## src/hdl/pfs_pkg.sv

```systemverilog
/*
  Constants and types for the power fault supervisor.
  Assumes a single 100 MHz system clock.
*/
package pfs_pkg;
  localparam int NBUCK     = 4;
  localparam int CLK_MHZ   = 100;
  localparam int T_REG_MS  = 14;
  localparam int T_SYS_MS  = 100;
  localparam int US_PER_MS = 1000;
  localparam int OC_CYCLES = 16;
  localparam int OCW       = 5;
  localparam logic [OCW-1:0] OC_SAT = 5'h11;
  localparam int THRW      = 8;
  localparam logic [THRW-1:0] THR_DEFAULT = 8'h80;
  localparam int REGCW     = 21;
  localparam int SYSCW     = 24;

  // Comparator inputs, all asynchronous to clk_sys
  typedef struct packed {
    logic [NBUCK-1:0] oc_warn;
    logic [NBUCK-1:0] oc_limit;
    logic [NBUCK-1:0] oc_crit;
    logic [NBUCK-1:0] uv;
    logic [NBUCK-1:0] sw_cycle;
    logic             twarn;
    logic             tshut;
  } pfs_cmp_t;

  typedef struct packed {
    logic [NBUCK-1:0] oc;
    logic [NBUCK-1:0] uv;
    logic             twarn;
    logic             tshut;
  } pfs_mask_t;

  typedef enum logic [1:0] {
    ST_RESET,
    ST_ACTIVE,
    ST_OFF_WAIT
  } pfs_state_t;
endpackage

```

## src/hdl/pfs_supervisor.sv

```systemverilog
/*
  Fault supervisor: power cycle, overcurrent levels, thermal handling.
  Assumes comparator pins are asynchronous and control ports come from
  register logic on clk_sys.
*/
`timescale 1ns/1ps
`default_nettype none
module pfs_supervisor #(
  parameter int REG_CYC = pfs_pkg::T_REG_MS * pfs_pkg::US_PER_MS
                          * pfs_pkg::CLK_MHZ,
  parameter int SYS_CYC = pfs_pkg::T_SYS_MS * pfs_pkg::US_PER_MS
                          * pfs_pkg::CLK_MHZ
) (
  input  wire logic                       clk_sys,
  input  wire logic                       rst_n,
  input  wire pfs_pkg::pfs_cmp_t          cmp_pin,
  input  wire pfs_pkg::pfs_mask_t         mask,
  input  wire logic                       mpc_write,
  input  wire logic                       thr_write,
  input  wire logic [1:0]                 thr_sel,
  input  wire logic [pfs_pkg::THRW-1:0]   thr_data,
  output logic                            manual_power_cycle_bit,
  output logic [pfs_pkg::NBUCK-1:0]       reg_en,
  output logic [pfs_pkg::NBUCK-1:0]       ton_end,
  output logic [pfs_pkg::NBUCK*pfs_pkg::THRW-1:0] ocl_threshold,
  output logic [pfs_pkg::NBUCK-1:0]       oc_flag,
  output logic [pfs_pkg::NBUCK-1:0]       uv_flag,
  output logic                            twarn_flag,
  output logic                            tshut_flag,
  output pfs_pkg::pfs_state_t             pwr_state,
  output logic                            interrupt_request_n
);
  localparam int NB = pfs_pkg::NBUCK;

  logic              rst_m;
  logic              rst_s_n;
  pfs_pkg::pfs_cmp_t cmp_m;
  pfs_pkg::pfs_cmp_t cmp_s;
  logic [NB-1:0]     sw_d;
  logic [NB-1:0]     hold;
  localparam int SYSCW_L = pfs_pkg::SYSCW;
  logic [SYSCW_L-1:0] sys_cnt;
  logic              sys_evt;

  always_ff @(posedge clk_sys or negedge rst_n) begin
    if (!rst_n) begin
      rst_m   <= 1'b0;
      rst_s_n <= 1'b0;
    end else begin
      rst_m   <= 1'b1;
      rst_s_n <= rst_m;
    end
  end

  // Two-stage synchroniser; only cmp_s is read by logic
  always_ff @(posedge clk_sys or negedge rst_s_n) begin
    if (!rst_s_n) begin
      cmp_m <= '0;
      cmp_s <= '0;
      sw_d  <= '0;
    end else begin
      cmp_m <= cmp_pin;
      cmp_s <= cmp_m;
      sw_d  <= cmp_s.sw_cycle;
    end
  end

  assign sys_evt = (|(cmp_s.uv & ~mask.uv))
                   || (cmp_s.tshut && !mask.tshut);

  // Power state machine
  always_ff @(posedge clk_sys or negedge rst_s_n) begin
    if (!rst_s_n) begin
      pwr_state <= pfs_pkg::ST_RESET;
      sys_cnt   <= '0;
    end else if (manual_power_cycle_bit) begin
      pwr_state <= pfs_pkg::ST_RESET;
    end else begin
      case (pwr_state)
        pfs_pkg::ST_RESET: begin
          pwr_state <= pfs_pkg::ST_ACTIVE;
        end
        pfs_pkg::ST_ACTIVE: begin
          if (sys_evt) begin
            pwr_state <= pfs_pkg::ST_OFF_WAIT;
            sys_cnt   <= SYSCW_L'(SYS_CYC - 1);
          end
        end
        pfs_pkg::ST_OFF_WAIT: begin
          if (sys_evt) begin
            sys_cnt <= SYSCW_L'(SYS_CYC - 1);
          end else if (sys_cnt == '0) begin
            pwr_state <= pfs_pkg::ST_RESET;
          end else begin
            sys_cnt <= sys_cnt - 1'b1;
          end
        end
        default: begin
          pwr_state <= pfs_pkg::ST_RESET;
        end
      endcase
    end
  end

  // Set by a write wins over the clear by execution
  always_ff @(posedge clk_sys or negedge rst_s_n) begin
    if (!rst_s_n) begin
      manual_power_cycle_bit <= 1'b0;
    end else if (mpc_write) begin
      manual_power_cycle_bit <= 1'b1;
    end else if (manual_power_cycle_bit) begin
      manual_power_cycle_bit <= 1'b0;
    end
  end

  // Thresholds reload while in reset so restart uses defaults
  always_ff @(posedge clk_sys or negedge rst_s_n) begin
    if (!rst_s_n) begin
      ocl_threshold <= {NB{pfs_pkg::THR_DEFAULT}};
    end else if (pwr_state == pfs_pkg::ST_RESET) begin
      ocl_threshold <= {NB{pfs_pkg::THR_DEFAULT}};
    end else if (thr_write) begin
      ocl_threshold[thr_sel*pfs_pkg::THRW +: pfs_pkg::THRW] <= thr_data;
    end
  end

  genvar gi;
  generate
    for (gi = 0; gi < NB; gi++) begin : g_buck
      logic [pfs_pkg::OCW-1:0]   occ;
      logic [pfs_pkg::REGCW-1:0] rcnt;

      // Consecutive switching cycles at the warning level
      always_ff @(posedge clk_sys or negedge rst_s_n) begin
        if (!rst_s_n) begin
          occ <= '0;
        end else if (cmp_s.sw_cycle[gi] && !sw_d[gi]) begin
          if (!cmp_s.oc_warn[gi]) begin
            occ <= '0;
          end else if (occ != pfs_pkg::OC_SAT) begin
            occ <= occ + 1'b1;
          end
        end
      end

      // Mask is not consulted here: protection is always on
      always_ff @(posedge clk_sys or negedge rst_s_n) begin
        if (!rst_s_n) begin
          hold[gi] <= 1'b0;
          rcnt     <= '0;
        end else if (cmp_s.oc_crit[gi]) begin
          hold[gi] <= 1'b1;
          rcnt     <= pfs_pkg::REGCW'(REG_CYC - 1);
        end else if (hold[gi]) begin
          if (rcnt == '0) begin
            hold[gi] <= 1'b0;
          end else begin
            rcnt <= rcnt - 1'b1;
          end
        end
      end

      always_ff @(posedge clk_sys or negedge rst_s_n) begin
        if (!rst_s_n) begin
          oc_flag[gi] <= 1'b0;
          uv_flag[gi] <= 1'b0;
          ton_end[gi] <= 1'b0;
          reg_en[gi]  <= 1'b0;
        end else begin
          oc_flag[gi] <= occ > pfs_pkg::OCW'(pfs_pkg::OC_CYCLES);
          uv_flag[gi] <= cmp_s.uv[gi];
          ton_end[gi] <= cmp_s.oc_limit[gi];
          reg_en[gi]  <= (pwr_state == pfs_pkg::ST_ACTIVE) && !hold[gi]
                         && !manual_power_cycle_bit;
        end
      end
    end
  endgenerate

  // Flags follow live state; masks gate the interrupt, and the uv and tshut masks also gate the power-off event
  always_ff @(posedge clk_sys or negedge rst_s_n) begin
    if (!rst_s_n) begin
      twarn_flag <= 1'b0;
      tshut_flag <= 1'b0;
    end else begin
      twarn_flag <= cmp_s.twarn;
      tshut_flag <= cmp_s.tshut;
    end
  end

  always_ff @(posedge clk_sys or negedge rst_s_n) begin
    if (!rst_s_n) begin
      interrupt_request_n <= 1'b1;
    end else begin
      interrupt_request_n <= !((|(oc_flag & ~mask.oc))
                             || (|(uv_flag & ~mask.uv))
                             || (twarn_flag && !mask.twarn)
                             || (tshut_flag && !mask.tshut));
    end
  end
endmodule
`default_nettype wire

```

## config.mk

```make
export PLATFORM = sky130hd
export DESIGN_NAME = pfs_supervisor
export DESIGN_NICKNAME = d
export VERILOG_FILES = /design/src/hdl/pfs_pkg.sv /design/src/hdl/pfs_supervisor.sv
export SDC_FILE = /design/constraint.sdc
export NUM_CORES = 1
export LEC_CHECK = 0
export ABC_CLOCK_PERIOD_IN_PS = 9500
export CAP_MARGIN = 20
export CORE_ASPECT_RATIO = 1.5
export CORE_MARGIN = 5
export CORE_UTILIZATION = 55
export DETAILED_ROUTE_END_ITERATION = 7
export DONT_BUFFER_PORTS = 1
export GPL_ROUTABILITY_DRIVEN = 0
export MAX_ROUTING_LAYER = met4
export PLACE_DENSITY_LB_ADDON = 0.3
export SLEW_MARGIN = 20
export SYNTH_ARGS = -nofsm -noshare
export SYNTH_HDL_FRONTEND = slang
export SYNTH_SLANG_ARGS = --single-unit
```

## constraint.sdc

```tcl
create_clock -name clk_sys -period 9.5 [get_ports clk_sys]
set_input_delay 0.475 -clock clk_sys [delete_from_list [all_inputs] [get_ports clk_sys]]
set_output_delay 0.475 -clock clk_sys [all_outputs]
set_load 0.05 [all_outputs]
```

; After elaboration in Yosys (flattened, before gate mapping)
; Cells that the tools add are included.
[totals]
register_bits = 236
input_bits = 46
output_inout_bits = 54
elab_cells = 194
[classes]
addsub = 10
magnitude_cmp = 4
eq_ne = 19
shifts = 2
muxes = 45
n_bitwise = 6
n_reduce_logical = 56
[op_table]
columns = operator, count
row1 = two-way mux 21 bit, 12
row2 = logical NOT 21 bit, 4
row3 = subtractor 21 x 1 -> 21 bit (second input constant), 4
row4 = two-way mux 24 bit, 3
row5 = two-way mux 32 bit, 2
row6 = case mux 24 bit (2 select lines), 1
row7 = two-way mux 5 bit, 8
row8 = negation 5 -> 34 bit, 1
row9 = variable shift 8 x 34 -> 32 bit (first input constant), 1
row10 = indexed part select 8 x 34 -> 32 bit, 1
row11 = bitwise mux 32 bit, 1
row12 = logical NOT 24 bit, 1
row13 = subtractor 24 x 1 -> 24 bit (second input constant), 1
row14 = adder 5 x 1 -> 5 bit (second input constant), 4
row15 = greater-than comparator 5 bit (second input constant), 4
row16 = != test 5 bit (second input constant), 4
row17 = AND reduction 2 bit, 8
row18 = logical AND 1 bit, 15
row19 = two-way mux 1 bit, 13
row20 = bitwise AND 4 bit, 3
row21 = logical NOT 1 bit, 12
row22 = != test 3 bit (second input constant), 4
row23 = nonzero test 2 bit, 6
row24 = OR reduction 4 bit, 3
row25 = other kinds (12), 26

; Depth between registers and ports, before layout
; Gate-level depths: netlist of run 1.
[depth]
depth_word = 7
mapped_depth = 9
ltp_nobuf = 7

; Least setup slack after synthesis of run 1
; Ideal clock, no wire load.
[synth_path]
path_kind = flip-flop to flip-flop
start = reg pwr_state[1]
end = reg sys_cnt[9]
setup_time_ns = 0.137
arrival_time_ns = 2.194
required_time_ns = 9.363
path_slack_ns = 7.169
path_stages_with_launch = 9
path_buffers = 1
synth_period_minus_slack_ns = 2.331
cell_sequence = dfrtp_1 -> inv_1 -> ha_1 -> nand2b_1 -> nor3b_1 -> nand3_1 -> nor2_2 -> buf_2 -> a221oi_1
[synth_between]
elab_chain_cells = 3
elab_cells_between_ends = 7
cone_classes = 4 x eq/ne / 1 x mux / 2 x reduce/logical
[synth_lines]
columns = item, line
row1 = start: declaration, pfs_supervisor.sv:30  ; output pfs_pkg::pfs_state_t pwr_state,
row2 = start signal: assignment, pfs_supervisor.sv:74  ; pwr_state <= pfs_pkg::ST_RESET;
row3 = start signal: assignment, pfs_supervisor.sv:77  ; pwr_state <= pfs_pkg::ST_RESET;
row4 = start signal: assignment, pfs_supervisor.sv:81  ; pwr_state <= pfs_pkg::ST_ACTIVE;
row5 = == test 2 bit or == test 2 x 1 -> 1 bit (tied branches), pfs_supervisor.sv:79  ; case (pwr_state)
row6 = != test 3 bit (no source line) (tied with other cells), -
row7 = AND reduction 4 bit (no source line), -
row8 = end signal: assignment, pfs_supervisor.sv:86  ; sys_cnt <= SYSCW_L'(SYS_CYC - 1);
row9 = end signal: assignment, pfs_supervisor.sv:91  ; sys_cnt <= SYSCW_L'(SYS_CYC - 1);
row10 = end signal: assignment, pfs_supervisor.sv:95  ; sys_cnt <= sys_cnt - 1'b1;
row11 = end: declaration, pfs_supervisor.sv:42  ; logic [SYSCW_L-1:0] sys_cnt;
; Parallel ways exist; a longest one is shown, timed or not.
; A chain may end at the register's enable or synchronous reset.

; Worst setup path after layout of run 1
[layout_path]
start = reg pwr_state[1]
end = reg sys_cnt[12]
; Same word-level chain as after synthesis.

==> flow_summary.json, run 1 <==
{
  "hold_path_class": "in -> reg",
  "max_stage_delay_ns": 0.97,
  "path_buf_inv": 1,
  "fin_area_mm2": 0.0120,
  "synth_edf_count": 0,
  "detail_route.drc_violations": 0,
  "die_x_um": 124,
  "layout.nets": 1098,
  "r2r_setup_slack_ns": 5.94,
  "p_leak_nw": 4.75,
  "seq_area_mm2": 0.00592,
  "setup_violations": 0,
  "overflow": 0,
  "multi_input_area_mm2": 0.00452,
  "clock_latency_ns": 0.53,
  "layout_commonest_cell": "dfrtp_1",
  "h-tree-depth": 1,
  "grt_max_degree": 191,
  "power.density_mw_per_mm2": 188,
  "cts_setup_buffers": 0,
  "drive_above_1_share_pct": 6.56,
  "first_pass_iters": 4,
  "cp-start-kind": "register",
  "ys_ff_latch": 236,
  "place_area_mm2": 0.0110,
  "hold_violations": 0,
  "fp.coreArea_mm2": 0.0192,
  "whs_path_depth": 2,
  "ir_worst_vdd_v": 0.000156,
  "cts_buffers": 23,
  "status": "complete, no violations",
  "final_cell_mix": "dfrtp_1 (230), nor2_1 (79), o21ai_0 (53)",
  "viasPerCell": 5.82,
  "wire_per_inst_um": 16.2,
  "synthDistinctLibCells": 65,
  "setup-tns-final_ns": 0,
  "cts_tree": "done",
  "portBuffers": 0,
  "ant_nets": 0,
  "synth_ff_type": "dfrtp_1",
  "area.growth.synth_to_final_pct": 11.3,
  "cp_slowest_cell": "nor2_2",
  "dieArea_mm2": 0.0226,
  "cp_max_fo": 25,
  "post-route-period-util_pct": 37.5,
  "worstPathArrival_ns": 3.89,
  "cp_top_family": "simple AND/OR/NAND/NOR gates",
  "fillCellCount": 1599,
  "synth_warnings": 0,
  "fin_skew_ns": 0.0158,
  "num_io_pins": 100,
  "grt_pass1_vias": 7640,
  "antenna_found_initial": 0,
  "synthArstFlopShare_pct": 100,
  "drtIter0Drc": 520,
  "postSynthCellCount": 1009,
  "crit_start": "pwr_state[1]$_DFFE_PN0P_",
  "drv_slew": 0,
  "fin_cells": 1293,
  "timing.rr.end": "sys_cnt[12]$_DFFE_PN0P_",
  "fmax_mhz": 281,
  "root_buffer": "clkbuf_16",
  "maxCapViolCount": 0,
  "clkSinkCount": 236,
  "rsz0062_at_grt": "no",
  "endpoint_kind": "register",
  "path_depth": 7,
  "postCtsHoldBufs": 25,
  "track_usage_pct": 19.0,
  "antenna_cells": 0,
  "synth.yosys.seq_area_share_pct": 54.7,
  "reg2reg_depth": 7,
  "vias": 7521,
  "syn-num-nets": 1085,
  "regToRegStartpoint": "pwr_state[1]$_DFFE_PN0P_",
  "die_height_um": 182,
  "cp.required_ns": 9.84,
  "crit_chain": "inv_1 -> ha_1 -> nand2b_1 -> nor3b_1 -> nand3_1 -> nor2_2 -> a221oi_1",
  "totalWireLength_um": 20900,
  "worst_pin_slew_ns": 1.05,
  "clockBufferDepth": 3,
  "ctsResizeCount": 0,
  "grt_pass1_wl_um": 36200,
  "critical_path_class": "reg -> reg",
  "maxSlewHeadroom_pct": 29.4,
  "period_needed_ns": 3.56,
  "cp-endpoint": "sys_cnt[12]$_DFFE_PN0P_",
  "start_util_pct": 56.2,
  "clk_pin_slew_worst_paths_ns": 0.06,
  "num_rows": 62,
  "dp_hpwl_um": 14000,
  "dp.cells": 1228,
  "avgSynthCellArea_um2": 10.7,
  "synth_area_mm2": 0.0108
}
power by group:
part           leakage (nW)  internal (mW)  switching (mW)
clock                 0.372          0.555           0.387
combinational          1.63         0.0596           0.121
sequential             2.75           1.05          0.0890
total                  4.75           1.66           0.598
Yosys cell counts (12+ instances only):
library cell | n | area [um^2]
a21oi_1 | 24 | 120
a22o_1 | 30 | 263
clkbuf_1 | 29 | 109
dfrtp_1 | 231 | 5780
ha_1 | 30 | 375
inv_1 | 51 | 191
nand2_1 | 47 | 176
nand2b_1 | 49 | 307
nand3_1 | 27 | 135
nand4_1 | 16 | 100
nor2_1 | 79 | 297
nor3_1 | 47 | 235
nor3b_1 | 12 | 90.1
nor4_1 | 32 | 200
o21ai_0 | 53 | 265
or3_1 | 12 | 75.1
or4_1 | 20 | 150
xnor2_1 | 21 | 184
xor2_1 | 50 | 438
worst min-delay path by stage:
stage,start,endpoint,slack [ns]
final,thr_data[7],ocl_threshold[15]$_DFFE_PN1P_,0.07
after global routing,thr_data[7],ocl_threshold[15]$_DFFE_PN1P_,0.08
after CTS,thr_data[7],ocl_threshold[15]$_DFFE_PN1P_,0.05
after detailed placement,rst_n,rst_m$_DFF_PN0_,0.18
after global placement,rst_n,rst_m$_DFF_PN0_,0.18
after floorplan,rst_n,rst_m$_DFF_PN0_,0.18
through the flow:
step / total power, mW / util, % / setup WS, ns / hold slack (ns)
after floorplan: 1.28 / - / 2.44 / 0.179
after global placement: 1.32 / 57.0 / 6.04 / 0.179
after detailed placement: 1.33 / 57.0 / 5.91 / 0.179
after CTS: 2.29 / 62.5 / 5.93 / 0.0450
after global routing: 2.36 / 62.5 / 5.64 / 0.0767
final: 2.26 / 62.5 / 5.94 / 0.0673
flip-flops by register name (all words and copies together), names as in the netlist, 4 cells and up:
signal	cells
g_buck.occ	20
sys_cnt	24
sw_d	4
ocl_threshold	32
g_buck.rcnt	84
oc_flag	4
cmp_s	22
cmp_m	22
reg_en	4
ton_end	4
uv_flag	4
hold	4
routing by layer:
layer	wire length (um)	vias up	GRT usage [%]	share of wire (%)
met4	726	0	6.63	3.5
met1	8950	3709	23.5	43
li1	-	3632	-	-
met2	10500	128	32.3	50
met3	711	52	2.73	3.4
met5	0	-	-	0
cell families (layout without fill, tap and decap cells):
logic type | count (synthesis) | count (layout) | synth area share [%]
AOI/OAI and AO/OA | 174 | 174 | 11.1
adders and majority gates | 30 | 30 | 3.47
xor gates and xnor gates | 71 | 71 | 5.76
buffers and inverters | 90 | 118 | 3.44
other | 1 | 1 | 0.0347
DFF | 236 | 236 | 54.7
and+or+nand+nor | 404 | 404 | 21.2
muxes | 3 | 3 | 0.278
area by class of cell:
| cell class | count | share of cell area [%] |
|---|---|---|
| timing repair buffer | 27 | 2.31 |
| sequential | 236 | 49.2 |
| clock buffer | 28 | 5.19 |
| inverter | 51 | 1.59 |
| multi-input combinational | 683 | 37.6 |
| tap | 256 | 2.67 |
| clock inverter | 12 | 1.42 |
No activity file was read; power rests on OpenSTA's default activity.
==> run 2, diff against run 1 <==
--- a/config.mk
+++ b/config.mk
@@ -5,7 +5,7 @@
 export SDC_FILE = /design/constraint.sdc
 export NUM_CORES = 1
 export LEC_CHECK = 0
-export ABC_CLOCK_PERIOD_IN_PS = 9500
+export ABC_CLOCK_PERIOD_IN_PS = 3500
 export CAP_MARGIN = 20
 export CORE_ASPECT_RATIO = 1.5
 export CORE_MARGIN = 5
==> constraint.sdc (replaced) <==
create_clock -name clk_sys -period 3.5 [get_ports clk_sys]
set_input_delay 0.175 -clock clk_sys [delete_from_list [all_inputs] [get_ports clk_sys]]
set_output_delay 0.175 -clock clk_sys [all_outputs]
set_load 0.05 [all_outputs]
==> run 2 against run 1 <==
  * Fmax grew 27%
  * First-iteration DRC count shrank 1.2%
  * Sequential power grew to 2.7 times the previous value
  * Core utilization grew 1.5 points
  * Setup slack lost 5.2 ns
  * Flip-flop and latch count is the same
  * Power grew to 2.8 times the previous value
  * Hold slack lost 0.0037 ns
  * Critical endpoint is now sys_cnt[6]$_DFFE_PN0P_
==> flow_summary.json, run 2 (synthesized netlist as in run 1, its figures left out) <==
{
  "p_leak_nw": 4.90,
  "cp-start-kind": "register",
  "antenna_found_initial": 0,
  "crit_chain": "or4_1 -> nor4_2 -> and2_1 -> buf_4 -> a311o_2 -> a221oi_1",
  "fp.coreArea_mm2": 0.0192,
  "vias": 7667,
  "setup_violations": 0,
  "worst_pin_slew_ns": 0.840,
  "antenna_cells": 0,
  "layout.nets": 1124,
  "h-tree-depth": 1,
  "setup-tns-final_ns": 0,
  "num_rows": 62,
  "viasPerCell": 5.80,
  "die_x_um": 124,
  "ant_nets": 0,
  "worstPathArrival_ns": 3.13,
  "dieArea_mm2": 0.0226,
  "fin_cells": 1321,
  "status": "complete, no violations",
  "cts_buffers": 23,
  "r2r_setup_slack_ns": 0.70,
  "cp.required_ns": 3.82,
  "overflow": 0,
  "drv_slew": 0,
  "fin_util_pct": 63.9,
  "totalWireLength_um": 21100,
  "maxCapViolCount": 0,
  "clock_latency_ns": 0.50,
  "cts_setup_buffers": 0,
  "endpoint_kind": "register",
  "layout_commonest_cell": "dfrtp_1",
  "portBuffers": 0,
  "period_needed_ns": 2.80,
  "largest-register": "g_buck.rcnt",
  "root_buffer": "clkbuf_16",
  "grt_max_degree": 70,
  "cp_slowest_cell": "or4_1",
  "power.density_mw_per_mm2": 515,
  "dp.cells": 1239,
  "reg.largest.list": "g_buck.rcnt: 84 flops, ocl_threshold: 32 flops, sys_cnt: 24 flops",
  "fin_skew_ns": 0.0107,
  "start_util_pct": 56.2,
  "dp_hpwl_um": 13900,
  "post-route-period-util_pct": 80.1,
  "place_area_mm2": 0.0111,
  "clkSinkCount": 236,
  "fmax_mhz": 357,
  "track_usage_pct": 19.1,
  "cts_tree": "done",
  "grt_pass1_wl_um": 36300,
  "cp_top_family": "simple AND/OR/NAND/NOR gates",
  "final_cell_mix": "dfrtp_1 (230), nor2_1 (79), o21ai_0 (53)",
  "grt_pass1_vias": 7629,
  "fin_area_mm2": 0.0123,
  "first_pass_iters": 5,
  "die_height_um": 182,
  "hold_path_class": "in -> reg",
  "hold_violations": 0,
  "clk_pin_slew_worst_paths_ns": 0.07,
  "drtIter0Drc": 514,
  "detail_route.drc_violations": 0,
  "critical_path_class": "reg -> reg",
  "largest_register_ffs": 84,
  "wire_per_inst_um": 15.9,
  "ir_worst_vdd_v": 0.000408,
  "num_io_pins": 100,
  "area.growth.synth_to_final_pct": 13.9,
  "cp_max_fo": 25,
  "max_stage_delay_ns": 0.61,
  "clockBufferDepth": 3,
  "maxSlewHeadroom_pct": 43.6,
  "path_buf_inv": 1,
  "rsz0062_at_grt": "no",
  "drive_above_1_share_pct": 7.23
}
-- run 2: cell types whose count changed in the layout (fill, tap and decap cells not counted), sizes merged --
| cell | previous run | this run |
|---|---|---|
| dlygate4sd3 | 25 | 39 |
| clkinvlp | 5 | 0 |
| bufinv | 3 | 6 |
| buf | 2 | 13 |
| clkinv | 3 | 2 |
| clkbuf | 28 | 33 |
| inv | 52 | 53 |
-- run 2: where the power goes --
part,total (mW),switching [mW],internal [mW]
combinational,0.570,0.377,0.193
clock,2.72,1.01,1.71
sequential,3.05,0.205,2.85
total,6.34,1.59,4.74
-- run 2: path summary, 6_finish.rpt --
kind / from / endpoint / cells past startpoint
hold reg to reg: cmp_m[15]$_DFF_PN0_ / cmp_s[15]$_DFF_PN0_ / 0
max in group asynchronous: rst_s_n$_DFF_PN0_ / ocl_threshold[15]$_DFFE_PN1P_ / 1
hold / removal: thr_sel[0] / ocl_threshold[15]$_DFFE_PN1P_ / 3
setup / recovery: sys_cnt[14]$_DFFE_PN0P_ / sys_cnt[6]$_DFFE_PN0P_ / 6
min in group asynchronous: rst_n / rst_s_n$_DFF_PN0_ / 2
setup reg to reg: sys_cnt[14]$_DFFE_PN0P_ / sys_cnt[6]$_DFFE_PN0P_ / 6
-- run 2: worst min-delay path, cell delays in order --
cell and delay, ns:
ha_1 0.21, nand2_1 0.08, o21ai_0 0.09
-- run 2: per-layer routing --
| layer | share of wire, % | track usage (%) |
|---|---|---|
| met3 | 3.9 | 2.50 |
| met5 | 0 | - |
| met4 | 2.8 | 6.06 |
| met2 | 51 | 32.9 |
| met1 | 42 | 23.6 |
-- run 2: layout make-up --
| cell class | instances | area [um^2] |
|---|---|---|
| Clock inverter | 10 | 208 |
| Multi-Input combinational cell | 683 | 4520 |
| Sequential cell | 236 | 5920 |
| Clock buffer | 32 | 629 |
| Timing Repair Buffer | 53 | 518 |
| Tap cell | 256 | 320 |
| Fill cell | 1496 | 6940 |
| Inverter | 51 | 191 |
-- run 2: per-stage QoR --
step / setup slack [ns] / total power [mW] / hold WS, ns
after floorplan: 1.12 / 3.46 / -0.121
after global placement: 0.718 / 3.60 / -0.121
after detailed placement: 0.693 / 3.62 / -0.121
after CTS: 0.692 / 6.41 / 0.0341
after global routing: 0.522 / 6.61 / 0.0674
final: 0.698 / 6.34 / 0.0636
-- run 2: repair_timing --
action / in CTS / in global routing
hold buffers: 39 / 0
resized for setup: 0 / 0
endpoints found under the hold margin: 58 / 0
==> run 3, diff against run 2 <==
--- a/config.mk
+++ b/config.mk
@@ -5,7 +5,7 @@
 export SDC_FILE = /design/constraint.sdc
 export NUM_CORES = 1
 export LEC_CHECK = 0
-export ABC_CLOCK_PERIOD_IN_PS = 3500
+export ABC_CLOCK_PERIOD_IN_PS = 2300
 export CAP_MARGIN = 20
 export CORE_ASPECT_RATIO = 1.5
 export CORE_MARGIN = 5
==> constraint.sdc (replaced) <==
create_clock -name clk_sys -period 2.3 [get_ports clk_sys]
set_input_delay 0.115 -clock clk_sys [delete_from_list [all_inputs] [get_ports clk_sys]]
set_output_delay 0.115 -clock clk_sys [all_outputs]
set_load 0.05 [all_outputs]
==> run 3 against run 2 <==
  * The flow now finishes with violations (setup timing)
  * Register-to-register slack got worse by 0.72 ns
  * Sequential share of layout area decreased by 1.0 points
  * Clock power increased by 26%
  * Global-route usage increased by 0.84 points
  * Core utilization increased by 1.4 points
  * Die area unchanged
  * Via count increased by 2.3%
  * Cell count increased by 2.4%
  * Hold slack got worse by 0.014 ns
  * Largest power group unchanged
==> flow_summary.json, run 3 (synthesized netlist as in run 1, its figures left out) <==
{
  "path_depth": 5,
  "period_needed_ns": 2.32,
  "worst_pin_slew_ns": 0.806,
  "ant_nets": 0,
  "power.density_mw_per_mm2": 721,
  "use_met2_pct": 35.5,
  "fillCellCount": 1467,
  "worstPathArrival_ns": 2.71,
  "die_height_um": 182,
  "path_buf_inv": 0,
  "setup_ws_ns": -0.0214,
  "cts_buffers": 23,
  "dp_hpwl_um": 14800,
  "r2r_setup_slack_ns": -0.02,
  "layout.nets": 1160,
  "fin_cells": 1353,
  "fp.coreArea_mm2": 0.0192,
  "use_met3_pct": 2.62,
  "fmax_mhz": 431,
  "drv_slew": 0,
  "dieArea_mm2": 0.0226,
  "num_io_pins": 100,
  "final_cell_mix": "dfrtp_1 (230), nor2_1 (79), o21ai_0 (51)",
  "violations": "setup timing",
  "totalWireLength_um": 22300,
  "track_usage_pct": 20.0,
  "cp-start-kind": "register",
  "largest_register_ffs": 84,
  "timing.rr.end": "sys_cnt[21]$_DFFE_PN0P_",
  "grt_pass1_vias": 7971,
  "crit_chain": "or4_4 -> or4_4 -> or3_4 -> and2_4 -> a221o_1",
  "grt_max_degree": 76,
  "cp_top_family": "simple AND/OR/NAND/NOR gates",
  "wire_per_inst_um": 16.5,
  "maxSlewHeadroom_pct": 45.9,
  "place_area_mm2": 0.0113,
  "maxCapViolCount": 0,
  "gr-usage-met1_pct": 23.8,
  "antenna_found_initial": 0,
  "cts_tree": "done",
  "rsz0062_at_grt": "yes",
  "post-route-period-util_pct": 101,
  "clkSinkCount": 236,
  "critical_path_class": "reg -> reg",
  "die_x_um": 124,
  "largest-register": "g_buck.rcnt",
  "overflow": 0,
  "max_stage_delay_ns": 0.57,
  "setup_violations": 3,
  "grt_pass1_wl_um": 37800,
  "reg2reg_depth": 5,
  "status": "finished with violations",
  "hold_path_class": "in -> reg",
  "cp.required_ns": 2.69,
  "cp_slowest_cell": "or4_4",
  "hold_start": "thr_write",
  "cp_max_fo": 3,
  "layout_commonest_cell": "dfrtp_1",
  "h-tree-depth": 1,
  "vias": 7840,
  "regToRegStartpoint": "sys_cnt[15]$_DFFE_PN0P_",
  "area.growth.synth_to_final_pct": 16.3,
  "clockBufferDepth": 3,
  "endpoint_kind": "register",
  "detail_route.drc_violations": 0,
  "dp.cells": 1273,
  "fin_util_pct": 65.3,
  "fin_skew_ns": 0.0110,
  "drtIter0Drc": 546,
  "total_power_mw": 9.05,
  "start_util_pct": 56.2,
  "reg.largest.list": "g_buck.rcnt: 84 flops, ocl_threshold: 32 flops, sys_cnt: 24 flops",
  "clock_latency_ns": 0.51,
  "clk_pin_slew_worst_paths_ns": 0.06,
  "crit_start": "sys_cnt[15]$_DFFE_PN0P_",
  "root_buffer": "clkbuf_16",
  "grt_busiest_layer": "met2",
  "num_rows": 62,
  "first_pass_iters": 5,
  "drive_above_1_share_pct": 11.6,
  "ir_worst_vdd_v": 0.000577,
  "cp_common_cell": "or4_4",
  "p_leak_nw": 5.03,
  "viasPerCell": 5.79,
  "hold_violations": 0,
  "cp-endpoint": "sys_cnt[21]$_DFFE_PN0P_",
  "fin_area_mm2": 0.0126,
  "antenna_cells": 0,
  "portBuffers": 0
}
==> run 3: worst min-delay path by stage <==
stage	endpoint	depth (start not counted)	slack [ns]
floorplan	rst_m$_DFF_PN0_	0	-0.18
global placement	rst_m$_DFF_PN0_	0	-0.18
detailed placement	rst_m$_DFF_PN0_	0	-0.18
CTS	ocl_threshold[11]$_DFFE_PN0P_	2	0.02
global route	ocl_threshold[11]$_DFFE_PN0P_	2	0.05
finish	ocl_threshold[29]$_DFFE_PN0P_	2	0.05
==> run 3: layer usage <==
layer,wire length [um],part of all wire (%)
met1,9060,41
met2,11900,53
met3,791,3.5
met4,524,2.4
met5,0,0
==> run 3: timing repair <==
item / 4_1_cts / 5_1_grt
endpoints found under the setup margin: 23 / 35
setup buffers: 1 / 1
hold endpoints to repair: 58 / 0
gates resized for setup: 8 / 17
pin swaps: 1 / 5
hold buffers: 39 / 0
gates cloned: 0 / 1
==> run 3: where the power goes <==
part	switching, mW	internal (mW)
clock	1.47	1.96
combinational	0.631	0.362
sequential	0.293	4.33
total	2.39	6.66
==> run 3: cell type report <==
cell class / count / area (um^2) / area share [%]
clock buffer: 34 / 657 / 5.23
clock inverter: 4 / 23.8 / 0.189
inverter: 51 / 191 / 1.52
multi-input combinational: 683 / 4610 / 36.7
sequential: 236 / 5920 / 47.1
tap: 256 / 320 / 2.55
timing repair buffer: 89 / 845 / 6.72
==> run 3: through the flow <==
stage	hold WS (ns)	setup TNS [ns]	setup WS, ns
final	0.0495	-0.0416	-0.0214
after global routing	0.0547	-1.71	-0.0936
after CTS	0.0162	-0.00198	-0.00198
after detailed placement	-0.181	-1.19	-0.0831
after global placement	-0.181	-0.0296	-0.00780
after floorplan	-0.181	-18.21	-0.0783
==> run 3: worst reg2reg max path: stages, from the launching register on <==
cell and delay [ns]:
dfrtp_1 0.38, or4_4 0.57, or4_4 0.45, or3_4 0.35
and2_4 0.16, a221o_1 0.31
